===== src/hdl/sdmc_pkg.sv =====
// Shared constants for the SDRAM mode and cycle control block
package sdmc_pkg;

  // ****************************************
  // Clock and register map
  // ****************************************
  localparam int CLK_NS = 40;
  localparam int AV_AW = 10;
  localparam logic [7:0] IDX_MODE = 8'h53;
  localparam logic [7:0] IDX_STAT = 8'h55;
  localparam logic [7:0] MODE_RST = 8'h00;
  localparam int OPSEL_LSB = 5;
  localparam int CYC_BIT = 4;
  localparam int CAS_BIT = 2;
  localparam int RCD_BIT = 1;
  localparam int RP_BIT = 0;
  localparam logic [7:0] MODE_WMASK = 8'hf7;

  // ****************************************
  // Operation select codes
  // ****************************************
  localparam logic [2:0] OP_SELF = 3'h0;
  localparam logic [2:0] OP_N156 = 3'h1;
  localparam logic [2:0] OP_N78 = 3'h2;
  localparam logic [2:0] OP_N128 = 3'h3;
  localparam logic [2:0] OP_NOP = 3'h4;
  localparam logic [2:0] OP_PALL = 3'h5;
  localparam logic [2:0] OP_MRS = 3'h6;
  localparam logic [2:0] OP_CBR = 3'h7;

  // ****************************************
  // Timing
  // ****************************************
  localparam int REF_NS_156 = 15600;
  localparam int REF_NS_78 = 7800;
  localparam int REF_NS_128 = 1280;
  localparam int REF_CYC_156 = REF_NS_156 / CLK_NS;
  localparam int REF_CYC_78 = REF_NS_78 / CLK_NS;
  localparam int REF_CYC_128 = REF_NS_128 / CLK_NS;
  localparam logic [3:0] TRAS_SHORT = 4'h5;
  localparam logic [3:0] TRAS_LONG = 4'h7;
  localparam logic [3:0] TRC_SHORT = 4'h7;
  localparam logic [3:0] TRC_LONG = 4'h9;
  localparam logic [3:0] CL_LONG = 4'h3;
  localparam logic [3:0] CL_SHORT = 4'h2;
  localparam logic [3:0] RCD_LONG = 4'h3;
  localparam logic [3:0] RCD_SHORT = 4'h2;
  localparam logic [3:0] RP_LONG = 4'h3;
  localparam logic [3:0] RP_SHORT = 4'h2;
  localparam logic [3:0] DQ_SYNC = 4'h2;

  // ****************************************
  // Memory commands {cs_n, ras_n, cas_n, we_n}
  // ****************************************
  localparam logic [3:0] CMD_NOP = 4'h7;
  localparam logic [3:0] CMD_ACT = 4'h3;
  localparam logic [3:0] CMD_RD = 4'h5;
  localparam logic [3:0] CMD_WR = 4'h4;
  localparam logic [3:0] CMD_PRE = 4'h2;
  localparam logic [3:0] CMD_REF = 4'h1;
  localparam logic [3:0] CMD_MRS = 4'h0;
  localparam int PRE_ALL_BIT = 10;

endpackage


===== src/hdl/sdmc_refresh_timer.sv =====
// Refresh interval divider, one tick per interval in normal modes
`timescale 1ns/1ps
`default_nettype none
module sdmc_refresh_timer import sdmc_pkg::*; #(
  parameter int CNT_W = 9
) (
  input wire logic clk, // 25 MHz clock
  input wire logic rst_n, // Async reset, active low
  input wire logic [2:0] opsel, // Operation select field
  output logic tick // One-cycle refresh request
);

  typedef struct packed {
    logic [CNT_W-1:0] cnt;
    logic tick;
  } sdmc_rt_s;

  sdmc_rt_s s_q, s_d;

  function automatic logic [CNT_W-1:0] limit(input logic [2:0] op);
    unique case (op)
      OP_N156: limit = CNT_W'(REF_CYC_156 - 1);
      OP_N78: limit = CNT_W'(REF_CYC_78 - 1);
      default: limit = CNT_W'(REF_CYC_128 - 1);
    endcase
  endfunction

  always_comb begin
    logic [CNT_W-1:0] lim;
    lim = limit(opsel);
    s_d = s_q;
    s_d.tick = 1'b0;
    if (opsel == OP_SELF || opsel[2]) begin
      s_d.cnt = lim;
    end else if (s_q.cnt == '0) begin
      s_d.tick = 1'b1;
      s_d.cnt = lim;
    end else if (s_q.cnt > lim) begin
      s_d.cnt = lim;
    end else begin
      s_d.cnt = s_q.cnt - 1'b1;
    end
  end

  always_ff @(posedge clk or negedge rst_n) begin
    if (!rst_n) begin
      s_q <= '0;
    end else begin
      s_q <= s_d;
    end
  end

  assign tick = s_q.tick;

endmodule
`default_nettype wire


===== src/hdl/sdmc_regs.sv =====
// Avalon-MM register slave: mode/timing control and status
`timescale 1ns/1ps
`default_nettype none
module sdmc_regs import sdmc_pkg::*; (
  input wire logic clk, // 25 MHz clock
  input wire logic rst_n, // Async reset, active low
  input wire logic [AV_AW-1:0] avs_address, // Byte address
  input wire logic avs_read, // Read request
  input wire logic avs_write, // Write request
  input wire logic [31:0] avs_writedata, // Write data
  input wire logic [3:0] avs_byteenable, // Byte lanes
  output logic [31:0] avs_readdata, // Read data
  output logic avs_waitrequest, // Stall
  input wire logic [7:0] status, // Controller state
  output logic [7:0] mode_reg // Mode/timing register
);

  typedef struct packed {
    logic [7:0] mode;
    logic [31:0] rdata;
    logic done;
  } sdmc_rg_s;

  sdmc_rg_s s_q, s_d;

  function automatic logic [AV_AW-1:0] byte_addr(input logic [7:0] idx);
    byte_addr = AV_AW'({idx, 2'b00});
  endfunction

  always_comb begin
    s_d = s_q;
    s_d.done = 1'b0;
    if ((avs_read || avs_write) && !s_q.done) begin
      s_d.done = 1'b1;
      s_d.rdata = '0;
      if (avs_address == byte_addr(IDX_MODE)) begin
        s_d.rdata = {24'h0, s_q.mode & MODE_WMASK};
      end else if (avs_address == byte_addr(IDX_STAT)) begin
        s_d.rdata = {24'h0, status};
      end
    end
    if (avs_write && s_q.done && avs_byteenable[0] &&
        avs_address == byte_addr(IDX_MODE)) begin
      s_d.mode = avs_writedata[7:0] & MODE_WMASK;
    end
  end

  always_ff @(posedge clk or negedge rst_n) begin
    if (!rst_n) begin
      s_q <= '{mode: MODE_RST, rdata: '0, done: 1'b0};
    end else begin
      s_q <= s_d;
    end
  end

  assign avs_waitrequest = (avs_read || avs_write) && !s_q.done;
  assign avs_readdata = s_q.rdata;
  assign mode_reg = s_q.mode;

endmodule
`default_nettype wire


===== src/hdl/sdmc_ctrl.sv =====
// SDRAM operating mode and access cycle control, top level
//
// Chosen here: the placing of the registers and the Avalon-MM register port.
`timescale 1ns/1ps
`default_nettype none
module sdmc_ctrl import sdmc_pkg::*; #(
  parameter int DATA_W = 32,
  parameter int COL_W = 9,
  parameter int ROW_W = 13,
  parameter int HADDR_W = 24
) (
  input wire logic clk, // 25 MHz clock
  input wire logic rst_n, // Async reset, active low
  input wire logic [AV_AW-1:0] avs_address, // Register byte address
  input wire logic avs_read, // Register read
  input wire logic avs_write, // Register write
  input wire logic [31:0] avs_writedata, // Register write data
  input wire logic [3:0] avs_byteenable, // Register byte lanes
  output logic [31:0] avs_readdata, // Register read data
  output logic avs_waitrequest, // Register stall
  input wire logic host_req, // Processor access to SDRAM, held
  input wire logic host_we, // Access is a write
  input wire logic [HADDR_W-1:0] host_addr, // Processor word address
  input wire logic [DATA_W-1:0] host_wdata, // Write data
  output logic [DATA_W-1:0] host_rdata, // Read data
  output logic host_ack, // Access complete pulse
  output logic mem_cke, // Clock enable
  output logic mem_cs_n, // Chip select
  output logic mem_ras_n, // Row strobe
  output logic mem_cas_n, // Column strobe
  output logic mem_we_n, // Write enable
  output logic [1:0] mem_bank, // Bank address
  output logic [ROW_W-1:0] addr_copy_first, // Address, first copy
  output logic [ROW_W-1:0] addr_copy_second_inverted, // Address copy, 7:4 inverted
  output logic [DATA_W-1:0] mem_dq_o, // Data out
  output logic mem_dq_oe, // Data drive enable
  input wire logic [DATA_W-1:0] mem_dq_i // Data in from pins
);

  // ****************************************
  // Types and state
  // ****************************************
  typedef enum logic [2:0] {
    ST_IDLE, ST_RCD, ST_DATA, ST_PRE, ST_WAIT
  } sdmc_st_e;

  typedef struct packed {
    sdmc_st_e st;
    logic [3:0] cnt;
    logic [3:0] since_act;
    logic ref_pend;
    logic cke;
    logic [3:0] cmd;
    logic [1:0] bank;
    logic [ROW_W-1:0] addr;
    logic [DATA_W-1:0] dq_o;
    logic dq_oe;
    logic [DATA_W-1:0] dq_s1;
    logic [DATA_W-1:0] dq_s2;
    logic [DATA_W-1:0] rdata;
    logic ack;
    logic op_we;
  } sdmc_s;

  sdmc_s s_q, s_d;
  logic [7:0] mode_reg;
  logic [7:0] status;
  logic ref_tick;
  logic [2:0] opsel;
  logic cyc_long;
  logic [3:0] t_ras, t_rc, t_cl, t_rcd, t_rp;
  logic [1:0] a_bank;
  logic [ROW_W-1:0] a_row;
  logic [COL_W-1:0] a_col;

  // ****************************************
  // Registers and refresh divider
  // ****************************************
  sdmc_regs u_regs (
    .clk(clk),
    .rst_n(rst_n),
    .avs_address(avs_address),
    .avs_read(avs_read),
    .avs_write(avs_write),
    .avs_writedata(avs_writedata),
    .avs_byteenable(avs_byteenable),
    .avs_readdata(avs_readdata),
    .avs_waitrequest(avs_waitrequest),
    .status(status),
    .mode_reg(mode_reg)
  );

  sdmc_refresh_timer u_rt (
    .clk(clk),
    .rst_n(rst_n),
    .opsel(opsel),
    .tick(ref_tick)
  );

  // ****************************************
  // Decoded timing and address fields
  // ****************************************
  assign opsel = mode_reg[OPSEL_LSB+2:OPSEL_LSB];
  assign cyc_long = mode_reg[CYC_BIT];
  assign t_ras = cyc_long ? TRAS_LONG : TRAS_SHORT;
  assign t_rc = cyc_long ? TRC_LONG : TRC_SHORT;
  assign t_cl = mode_reg[CAS_BIT] ? CL_SHORT : CL_LONG;
  assign t_rcd = mode_reg[RCD_BIT] ? RCD_SHORT : RCD_LONG;
  assign t_rp = mode_reg[RP_BIT] ? RP_SHORT : RP_LONG;
  assign a_col = host_addr[COL_W-1:0];
  assign a_bank = host_addr[COL_W+1:COL_W];
  assign a_row = host_addr[COL_W+2+ROW_W-1:COL_W+2];
  assign status = {4'h0, s_q.cke, s_q.ref_pend, s_q.st != ST_IDLE, host_req};

  function automatic logic [ROW_W-1:0] col_addr(input logic [COL_W-1:0] c);
    col_addr = ROW_W'(c);
  endfunction

  // ****************************************
  // Command sequencer
  // ****************************************
  always_comb begin
    s_d = s_q;
    s_d.cmd = CMD_NOP;
    s_d.ack = 1'b0;
    s_d.dq_oe = 1'b0;
    s_d.dq_s1 = mem_dq_i;
    s_d.dq_s2 = s_q.dq_s1;
    // Set wins over the clear when a refresh is issued; self-refresh entry clears outright
    s_d.ref_pend = s_q.ref_pend || ref_tick;
    if (s_q.since_act != 4'hf) begin
      s_d.since_act = s_q.since_act + 1'b1;
    end
    if (s_q.cnt != '0) begin
      s_d.cnt = s_q.cnt - 1'b1;
    end
    unique case (s_q.st)
      ST_IDLE: begin
        if (opsel == OP_SELF) begin
          if (s_q.cke) begin
            s_d.cmd = CMD_REF;
          end
          s_d.cke = 1'b0;
          s_d.ref_pend = 1'b0;
          if (host_req) begin
            s_d.ack = 1'b1;
            s_d.st = ST_WAIT;
          end
        end else if (!s_q.cke) begin
          s_d.cke = 1'b1;
          s_d.cnt = t_rc;
          s_d.st = ST_WAIT;
        end else if (opsel[2]) begin
          if (host_req) begin
            s_d.addr = '0;
            s_d.bank = a_bank;
            s_d.cnt = t_rc;
            s_d.st = ST_WAIT;
            s_d.ack = 1'b1;
            unique case (opsel)
              OP_NOP: s_d.cmd = CMD_NOP;
              OP_PALL: begin
                s_d.cmd = CMD_PRE;
                s_d.addr[PRE_ALL_BIT] = 1'b1;
              end
              OP_MRS: begin
                s_d.cmd = CMD_MRS;
                s_d.addr = a_row;
              end
              default: s_d.cmd = CMD_REF;
            endcase
          end
        end else if (s_q.ref_pend) begin
          s_d.cmd = CMD_REF;
          s_d.ref_pend = ref_tick;
          s_d.cnt = t_rc;
          s_d.st = ST_WAIT;
        end else if (host_req) begin
          s_d.cmd = CMD_ACT;
          s_d.bank = a_bank;
          s_d.addr = a_row;
          s_d.op_we = host_we;
          s_d.since_act = 4'h1;
          s_d.cnt = t_rcd - 1'b1;
          s_d.st = ST_RCD;
        end
      end
      ST_RCD: begin
        if (s_q.cnt == '0) begin
          s_d.addr = col_addr(a_col);
          s_d.cmd = s_q.op_we ? CMD_WR : CMD_RD;
          s_d.dq_o = host_wdata;
          s_d.dq_oe = s_q.op_we;
          s_d.cnt = s_q.op_we ? 4'h0 : 4'(t_cl + DQ_SYNC);
          s_d.st = ST_DATA;
        end
      end
      ST_DATA: begin
        if (s_q.cnt == '0 && s_q.since_act >= t_ras) begin
          if (!s_q.op_we) begin
            s_d.rdata = s_q.dq_s2;
          end
          s_d.cmd = CMD_PRE;
          s_d.addr = '0;
          s_d.cnt = t_rp - 1'b1;
          s_d.st = ST_PRE;
        end else if (s_q.cnt == 4'h1 && !s_q.op_we) begin
          s_d.rdata = s_q.dq_s1;
        end
      end
      ST_PRE: begin
        if (s_q.cnt == '0 && s_q.since_act >= t_rc) begin
          s_d.ack = 1'b1;
          // Go back to idle via ST_WAIT one cycle after the ack, or two cycles if the host still holds its request
          s_d.st = ST_WAIT;
        end
      end
      ST_WAIT: begin
        if (s_q.cnt == '0 && !host_req || s_q.cnt == '0 && !s_q.ack) begin
          s_d.st = ST_IDLE;
        end
      end
    endcase
  end

  always_ff @(posedge clk or negedge rst_n) begin
    if (!rst_n) begin
      s_q <= '{st: ST_IDLE, cmd: CMD_NOP, default: '0};
    end else begin
      s_q <= s_d;
    end
  end

  // ****************************************
  // Outputs
  // ****************************************
  assign mem_cke = s_q.cke;
  assign {mem_cs_n, mem_ras_n, mem_cas_n, mem_we_n} = s_q.cmd;
  assign mem_bank = s_q.bank;
  assign addr_copy_first = s_q.addr;
  assign addr_copy_second_inverted = {s_q.addr[ROW_W-1:8], ~s_q.addr[7:4], s_q.addr[3:0]};
  assign mem_dq_o = s_q.dq_o;
  assign mem_dq_oe = s_q.dq_oe;
  assign host_rdata = s_q.rdata;
  assign host_ack = s_q.ack;

endmodule
`default_nettype wire


===== config.mk =====
export PLATFORM = sky130hd
export DESIGN_NAME = sdmc_ctrl
export DESIGN_NICKNAME = d
export VERILOG_FILES = /design/src/hdl/sdmc_pkg.sv /design/src/hdl/sdmc_refresh_timer.sv /design/src/hdl/sdmc_regs.sv /design/src/hdl/sdmc_ctrl.sv
export SDC_FILE = /design/constraint.sdc
export NUM_CORES = 1
export LEC_CHECK = 0
export ABC_AREA = 1
export BUFFER_PORTS_ARGS = -buffer_cell sky130_fd_sc_hd__buf_4
export CORE_MARGIN = 2
export CORE_UTILIZATION = 52
export CTS_CLUSTER_DIAMETER = 150
export DETAILED_ROUTE_END_ITERATION = 16
export PLACE_DENSITY = 0.79
export SLEW_MARGIN = 10
export SYNTH_ARGS = -nofsm -noshare
export SYNTH_HDL_FRONTEND = slang
export SYNTH_SLANG_ARGS = --single-unit

===== constraint.sdc =====
create_clock -name clk -period 2.8 [get_ports clk]
set_input_delay 0 -clock clk [delete_from_list [all_inputs] [get_ports clk]]
set_output_delay 0 -clock clk [all_outputs]
set_load 0.1 [all_outputs]

==> results of run 1 <==
[layout make-up]
| cell class | count | area (sq um) |
|---|---|---|
| clock inverters | 15 | 175.2 |
| multi-input cells | 533 | 2965 |
| well taps | 220 | 275.3 |
| clock buffers | 17 | 425.4 |
| repair buffers | 328 | 2744 |
| inverters | 69 | 259.0 |
| fillers | 1178 | 5031 |
| flip-flops and latches | 188 | 4708 |
[tightest hold or removal path, cell delays in order]
cell,delay [ns]
buf_4,0.07
o21ai_0,0.06
buf_4,0.18
nand2_1,0.07
nand2_1,0.05
[stage by stage]
stage               power, uW  hold WS [ns]  utilization [%]  cell area, sq um  std cells
floorplan                4497       -0.2956                -              8941        933
global placement         4869        0.1092            59.96              9943       1238
detailed placement       4917        0.1104            59.96              9943       1238
CTS                      7455       0.01593            69.62             11540       1370
global route             7777       0.04212            69.66             11550       1370
finish                   7415       0.02767            69.66             11550       1370
[final timing paths]
path                                                 from  cells past startpoint                                 end  slack, ns
setup / recovery           u_regs.mode_reg[6]$_DFFE_PN0P_                     16               u_rt.s_q[3]$_DFF_PN0_       0.34
hold / removal                                   avs_read                      5  u_regs.avs_readdata[2]$_DFFE_PN0P_       0.03
setup reg to reg           u_regs.mode_reg[6]$_DFFE_PN0P_                     16               u_rt.s_q[3]$_DFF_PN0_       0.34
hold reg to reg                         s_d[46]$_DFF_PN0_                      0                   s_q[46]$_DFF_PN0_       0.37
max in group asynchronous                           rst_n                      3           host_rdata[9]$_DFFE_PN0P_       1.74
min in group asynchronous                           rst_n                      2          host_rdata[31]$_DFFE_PN0P_       0.19
[power groups by stage]
stage / Combinational [uW] / Clock, uW / Sequential, uW
final: 1970 / 2410 / 3030
after global routing: 2140 / 2590 / 3050
after CTS: 1970 / 2460 / 3030
after detailed placement: 1840 / 0 / 3070
after global placement: 1800 / 0 / 3070
after floorplan: 1250 / 0 / 3240
[synth_stat cells (3+ instances only)]
library cell / count
a21oi_1: 15
a22oi_1: 6
buf_2: 14
buf_4: 121
clkbuf_1: 5
dfrtp_1: 185
dfstp_2: 3
ha_1: 16
inv_1: 64
inv_2: 4
mux2_2: 32
nand2_1: 174
nand2_2: 4
nand3_1: 33
nand3b_1: 3
nand4_1: 7
nor2_1: 105
nor3_1: 4
o21ai_0: 38
o21ai_1: 3
o21ai_2: 3
o22ai_1: 3
o31ai_1: 17
o31ai_2: 20
xor2_1: 7
[cell families (layout without fill, tap and decap cells)]
group,Yosys count,in the layout
fa+ha+maj,16,16
simple gates,340,340
flops,188,188
xor+xnor,8,8
mux,33,33
buf+inv,212,429
compound gates,111,111
other cells,1,25
[layer usage]
metal | track usage (%) | up-vias | routed length, microns
met5 | 0 | - | 0
met4 | 8.012 | 0 | 391
met3 | 6.044 | 29 | 1331
met2 | 43.88 | 240 | 11200
met1 | 29.55 | 3275 | 8618
li1 | - | 3264 | -
[what timing repair did]
action                                  4_1_cts  5_1_grt
resized for setup                             0        3
endpoints found under the setup margin        0        7
hold endpoints to repair                    180        0
setup buffers                                 0        0
hold buffers                                100        0
==> results.json, run 1 <==
{
  "outcome": "finished, final reports clean",
  "finalNetCount": 1293,
  "max_stage_delay_ns": 0.41,
  "fin_crit_ns": 2.459,
  "area.growth.synth_to_final_pct": 30.52,
  "htreeDepth": 4,
  "synth.area.top_cells": "dfrtp_1, buf_4, nand2_1, nor2_1, mux2_2",
  "wirelength_microns": 21540,
  "max_cap_violations": 0,
  "yosys.area.top_type": "dfrtp_1",
  "cp.required_ns": 3.09,
  "gp_congestion": 0.8704,
  "rsz0062_at_grt": "false",
  "final_cell_mix": "buf_4, dfrtp_1, nand2_1",
  "worst_ep_arrival_time_ns": 2.75,
  "antenna_found_initial": 0,
  "path_class": "reg2reg",
  "grt_pass1_wl_microns": 35030,
  "power_density_nw_per_um2": 641.8,
  "ir_drop_uv": 505.7,
  "synth_cell_type_count": 44,
  "ios": 272,
  "grt_overflow": 0,
  "cts.sinks": 188,
  "synth_edf_count": 0,
  "ys_ff_latch": 188,
  "path_buf_inv": 3,
  "synth.avg_cell_area_sq_um": 9.737,
  "p_clk_share_pct": 32.6,
  "grt_max_degree": 95,
  "path_common_cell": "nand2_1",
  "dp_slack_ns": 0.1444,
  "hold_viol_final": 0,
  "swShare_pct": 36.13,
  "wl_per_cell_microns": 15.72,
  "worstMarginPinSlew_ns": 0.7411,
  "fp.coreArea_sq_um": 16580,
  "yosys.area_share.simple_pct": 16.10,
  "hp-class": "in2reg",
  "worst_setup_path_start_kind": "register",
  "yosysSeqAreaShare_pct": 53.19,
  "drv_slew": 0,
  "clock_latency_ns": 0.43,
  "layout_commonest_cell": "buf_4",
  "yosysWarnings": 0,
  "num_vias": 6808,
  "seqPwrFrac_pct": 40.9,
  "setup_tns_ns": 0,
  "cp_top_family": "simple AND/OR/NAND/NOR gates",
  "mappedNetlistArea_sq_um": 8851,
  "antenna_cells": 0,
  "cts_root_buffer": "clkbuf_16",
  "grt_usage_pct": 24.68,
  "slowest_stage": "dfrtp_1",
  "num_rows": 47,
  "clockBufferDepth": 2,
  "die_h_microns": 134.5,
  "die-area_sq_um": 18080,
  "ys_async_sr_fraction_pct": 100.0,
  "setup_viol": 0,
  "fin_worst_skew_ns": 0.01230,
  "post_synth_fa_ha_maj_area_fraction_pct": 2.262,
  "synth_compound_area_share_pct": 9.019,
  "fp.dieW_microns": 134.5,
  "synth_cells": 909,
  "drcViolationCount": 0,
  "max_freq_ghz": 0.4067,
  "grt_pass1_vias": 7106,
  "period_share_pct": 87.81,
  "p_int_uw": 4736,
  "postRouteAntennaNets": 0,
  "cts_tree": "built",
  "port_buffers": 218,
  "yosys-mux-area-fraction_pct": 4.184,
  "crit_fanout": 9,
  "start_util_pct": 53.37,
  "synth_top_area_share_pct": 52.30,
  "drtPass1Iterations": 5,
  "largest_reg_flops": 45,
  "clkTransAtPathRegs_ns": 0.07,
  "hpwlAfterDp_microns": 13800,
  "combPwrFrac_pct": 26.6,
  "synth-xor-area-share_pct": 0.7916,
  "drive_gt1_share_pct": 29.30,
  "top_register": "s_q",
  "p_leak_uw": 0.005731,
  "slew_headroom_pct": 50.59,
  "first_iter_violations": 410,
  "p_sw_uw": 2679,
  "cts_buffers": 17,
  "synthFlopType": "dfrtp_1",
  "vias_per_cell": 4.969,
  "synth_top_family_by_area": "simple AND/OR/NAND/NOR gates",
  "crit_chain": "inv_1 > nand2_1 > nor2_2 > inv_1 > nand2_1 > inv_1 > ha_1 > nand2_1 > nor2_1 > nand3b_1 > nand3_1 > nand2_2 > nand2_2 > nand2_1 > nand2_1 > nand2_1",
  "worst_setup_path_end_kind": "register",
  "fin_ws_ns": 0.3412
}
No activity file was read; power rests on OpenSTA's default activity.
==> run 2, diff against run 1 <==
--- a/config.mk
+++ b/config.mk
@@ -8,10 +8,10 @@
 export ABC_AREA = 1
 export BUFFER_PORTS_ARGS = -buffer_cell sky130_fd_sc_hd__buf_4
 export CORE_MARGIN = 2
-export CORE_UTILIZATION = 52
+export CORE_UTILIZATION = 56
 export CTS_CLUSTER_DIAMETER = 150
 export DETAILED_ROUTE_END_ITERATION = 16
-export PLACE_DENSITY = 0.79
+export PLACE_DENSITY = 0.84
 export SLEW_MARGIN = 10
 export SYNTH_ARGS = -nofsm -noshare
 export SYNTH_HDL_FRONTEND = slang
==> constraint.sdc (replaced) <==
create_clock -name clk -period 2.94 [get_ports clk]
set_input_delay 0 -clock clk [delete_from_list [all_inputs] [get_ports clk]]
set_output_delay 0 -clock clk [all_outputs]
set_load 0.1 [all_outputs]
==> run 2 against run 1 <==
Clock skew hardly changed. Combinational power down 4%. Cell area rose by 0.43%. Clock-buffer cell count did not move. Sequential power is 5% lower. Via count rose by 2.9%. Cell count down 0.58%. Worst hold slack improved by 0.032 ns. Critical path type unchanged.
==> results.json, run 2 (synthesis gave the netlist of run 1 again) <==
{
  "outcome": "finished, final reports clean",
  "largest_reg_flops": 45,
  "post-place-cells": 1228,
  "setup_tns_ns": 0,
  "cp.required_ns": 3.23,
  "port_buffers": 218,
  "combPwrFrac_pct": 26.1,
  "grt_overflow": 0,
  "postCtsSetupBuffers": 0,
  "cts.sinks": 188,
  "seqPwrFrac_pct": 39.8,
  "ir_drop_uv": 452.3,
  "drtPass1Iterations": 6,
  "reg2regPathDepth": 16,
  "slew_headroom_pct": 41.23,
  "fp.coreArea_sq_um": 15310,
  "worst_setup_path_end_kind": "register",
  "worst_setup_path_start_kind": "register",
  "drive_gt1_share_pct": 28.96,
  "holdPathStages": 4,
  "htreeDepth": 4,
  "p_leak_uw": 0.005754,
  "clock_latency_ns": 0.43,
  "hpwlAfterDp_microns": 13730,
  "p_clk_share_pct": 34.1,
  "worst_ep_arrival_time_ns": 2.90,
  "first_iter_violations": 557,
  "swShare_pct": 35.26,
  "cts_buffers": 17,
  "cts_tree": "built",
  "hp-class": "in2reg",
  "vias_per_cell": 5.142,
  "wl_per_cell_microns": 16.04,
  "top_register": "s_q",
  "die_h_microns": 129.7,
  "rsz0062_at_grt": "false",
  "grt_pass1_wl_microns": 34200,
  "die-area_sq_um": 16830,
  "clockBufferDepth": 2,
  "hold_viol_final": 0,
  "num_vias": 7003,
  "max_cap_violations": 0,
  "antenna_found_initial": 0,
  "r2r_slack_ns": 0.33,
  "nFillCells": 1000,
  "path_class": "reg2reg",
  "finalNetCount": 1293,
  "clkTransAtPathRegs_ns": 0.08,
  "max_freq_ghz": 0.3825,
  "num_rows": 45,
  "fin_crit_ns": 2.614,
  "area.growth.synth_to_final_pct": 31.09,
  "grt_usage_pct": 26.14,
  "crit_start": "u_regs.mode_reg[6]$_DFFE_PN0P_",
  "period_share_pct": 88.93,
  "crit_fanout": 9,
  "postRouteAntennaNets": 0,
  "fp.dieW_microns": 129.7,
  "grt_pass1_vias": 7015,
  "drv_slew": 0,
  "fin_worst_skew_ns": 0.01221,
  "layout_commonest_cell": "buf_4",
  "multiInputGateArea_sq_um": 2958,
  "ff_latch_area_sq_um": 4708,
  "crit_end": "u_rt.s_q[3]$_DFF_PN0_",
  "drcViolationCount": 0,
  "grt_max_degree": 109,
  "p_sw_uw": 2552,
  "final_cell_mix": "buf_4, dfrtp_1, nand2_1",
  "p_int_uw": 4685,
  "whs_ns": 0.05935,
  "fin_cells": 1362,
  "ios": 272,
  "reg2reg_from": "u_regs.mode_reg[6]$_DFFE_PN0P_",
  "start_util_pct": 57.79,
  "reg2reg_to": "u_rt.s_q[3]$_DFF_PN0_",
  "setup_viol": 0,
  "cts_root_buffer": "clkbuf_16",
  "wirelength_microns": 21850,
  "worstMarginPinSlew_ns": 0.8815,
  "power_density_nw_per_um2": 623.7,
  "gp_congestion": 0.9022
}
-- run 2: changes by cell type in the layout (fill, tap and decap cells not counted), moves of 2 or more --
cell       previous run  this run
clkinv_2              2         0
nand2_2               6         4
inv_8                 3         1
nand2_1             172       174
bufinv_16             1         3
buf_4               225       223
-- run 2: metrics by stage --
stage	cell area, sq um	utilization (%)	total power [uW]	worst slack, ns
after detailed placement	9937	64.89	4690	0.4170
after CTS	11600	75.74	7258	0.3913
final	11600	75.76	7236	0.3256
after floorplan	8941	-	4283	0.7597
after global routing	11600	75.74	7547	0.02511
after global placement	9937	64.89	4647	0.4914
-- run 2: cell type report --
class	count	share of cell area, %
inverters	69	2.232
clock inverters	15	1.952
clock buffers	17	3.667
repair buffers	328	23.78
well taps	211	2.275
diodes	1	0.02157
multi-input cells	533	25.49
flip-flops and latches	188	40.58
-- run 2: critical path: stages (launching register included) --
cell	delay, ns
dfrtp_1	0.41
inv_1	0.11
nand2_1	0.09
nor2_1	0.20
inv_1	0.09
nand2_1	0.12
inv_1	0.08
ha_1	0.32
nand2_1	0.08
nor2_1	0.15
nand3b_1	0.09
nand3_1	0.10
nand2_1	0.20
nand2_1	0.20
nand2_1	0.12
nand2_1	0.08
nand2_1	0.05
-- run 2: routing by layer --
| layer | global-route usage (%) | vias up | routed length, microns | share of wire, % |
|---|---|---|---|---|
| met2 | 45.24 | 325 | 11400 | 52 |
| met1 | 31.06 | 3361 | 8380 | 38 |
| met5 | 0 | - | 0 | 0 |
| li1 | - | 3263 | - | - |
| met4 | 10.31 | 0 | 521 | 2.4 |
| met3 | 7.298 | 54 | 1549 | 7.1 |
-- run 2: repair_timing --
item,in CTS,in global routing
hold buffers,101,0
endpoints found under the hold margin,191,0
gates resized for setup,0,0
-- run 2: worst min-delay path by stage --
| stage | slack [ns] | endpoint | startpoint |
|---|---|---|---|
| finish | 0.06 | u_regs.avs_readdata[3]$_DFFE_PN0P_ | avs_address[5] |
| global route | 0.10 | u_regs.avs_readdata[3]$_DFFE_PN0P_ | avs_address[5] |
| CTS | 0.004 | u_regs.avs_readdata[2]$_DFFE_PN0P_ | avs_read |
| detailed placement | 0.11 | s_d[65]$_DFF_PN0_ | mem_dq_i[31] |
| global placement | 0.11 | s_d[47]$_DFF_PN0_ | mem_dq_i[13] |
| floorplan | -0.30 | addr_copy_first[0]$_DFFE_PN0P_ | rst_n |
-- run 2: power by group through the flow --
stage	Clock (uW)	Combinational [uW]	Sequential (uW)
5_1_grt	2610	2030	2900
4_1_cts	2500	1880	2880
2_1_floorplan	0	1200	3090
3_3_place_gp	0	1730	2920
6_report	2470	1890	2880
3_5_place_dp	0	1760	2930
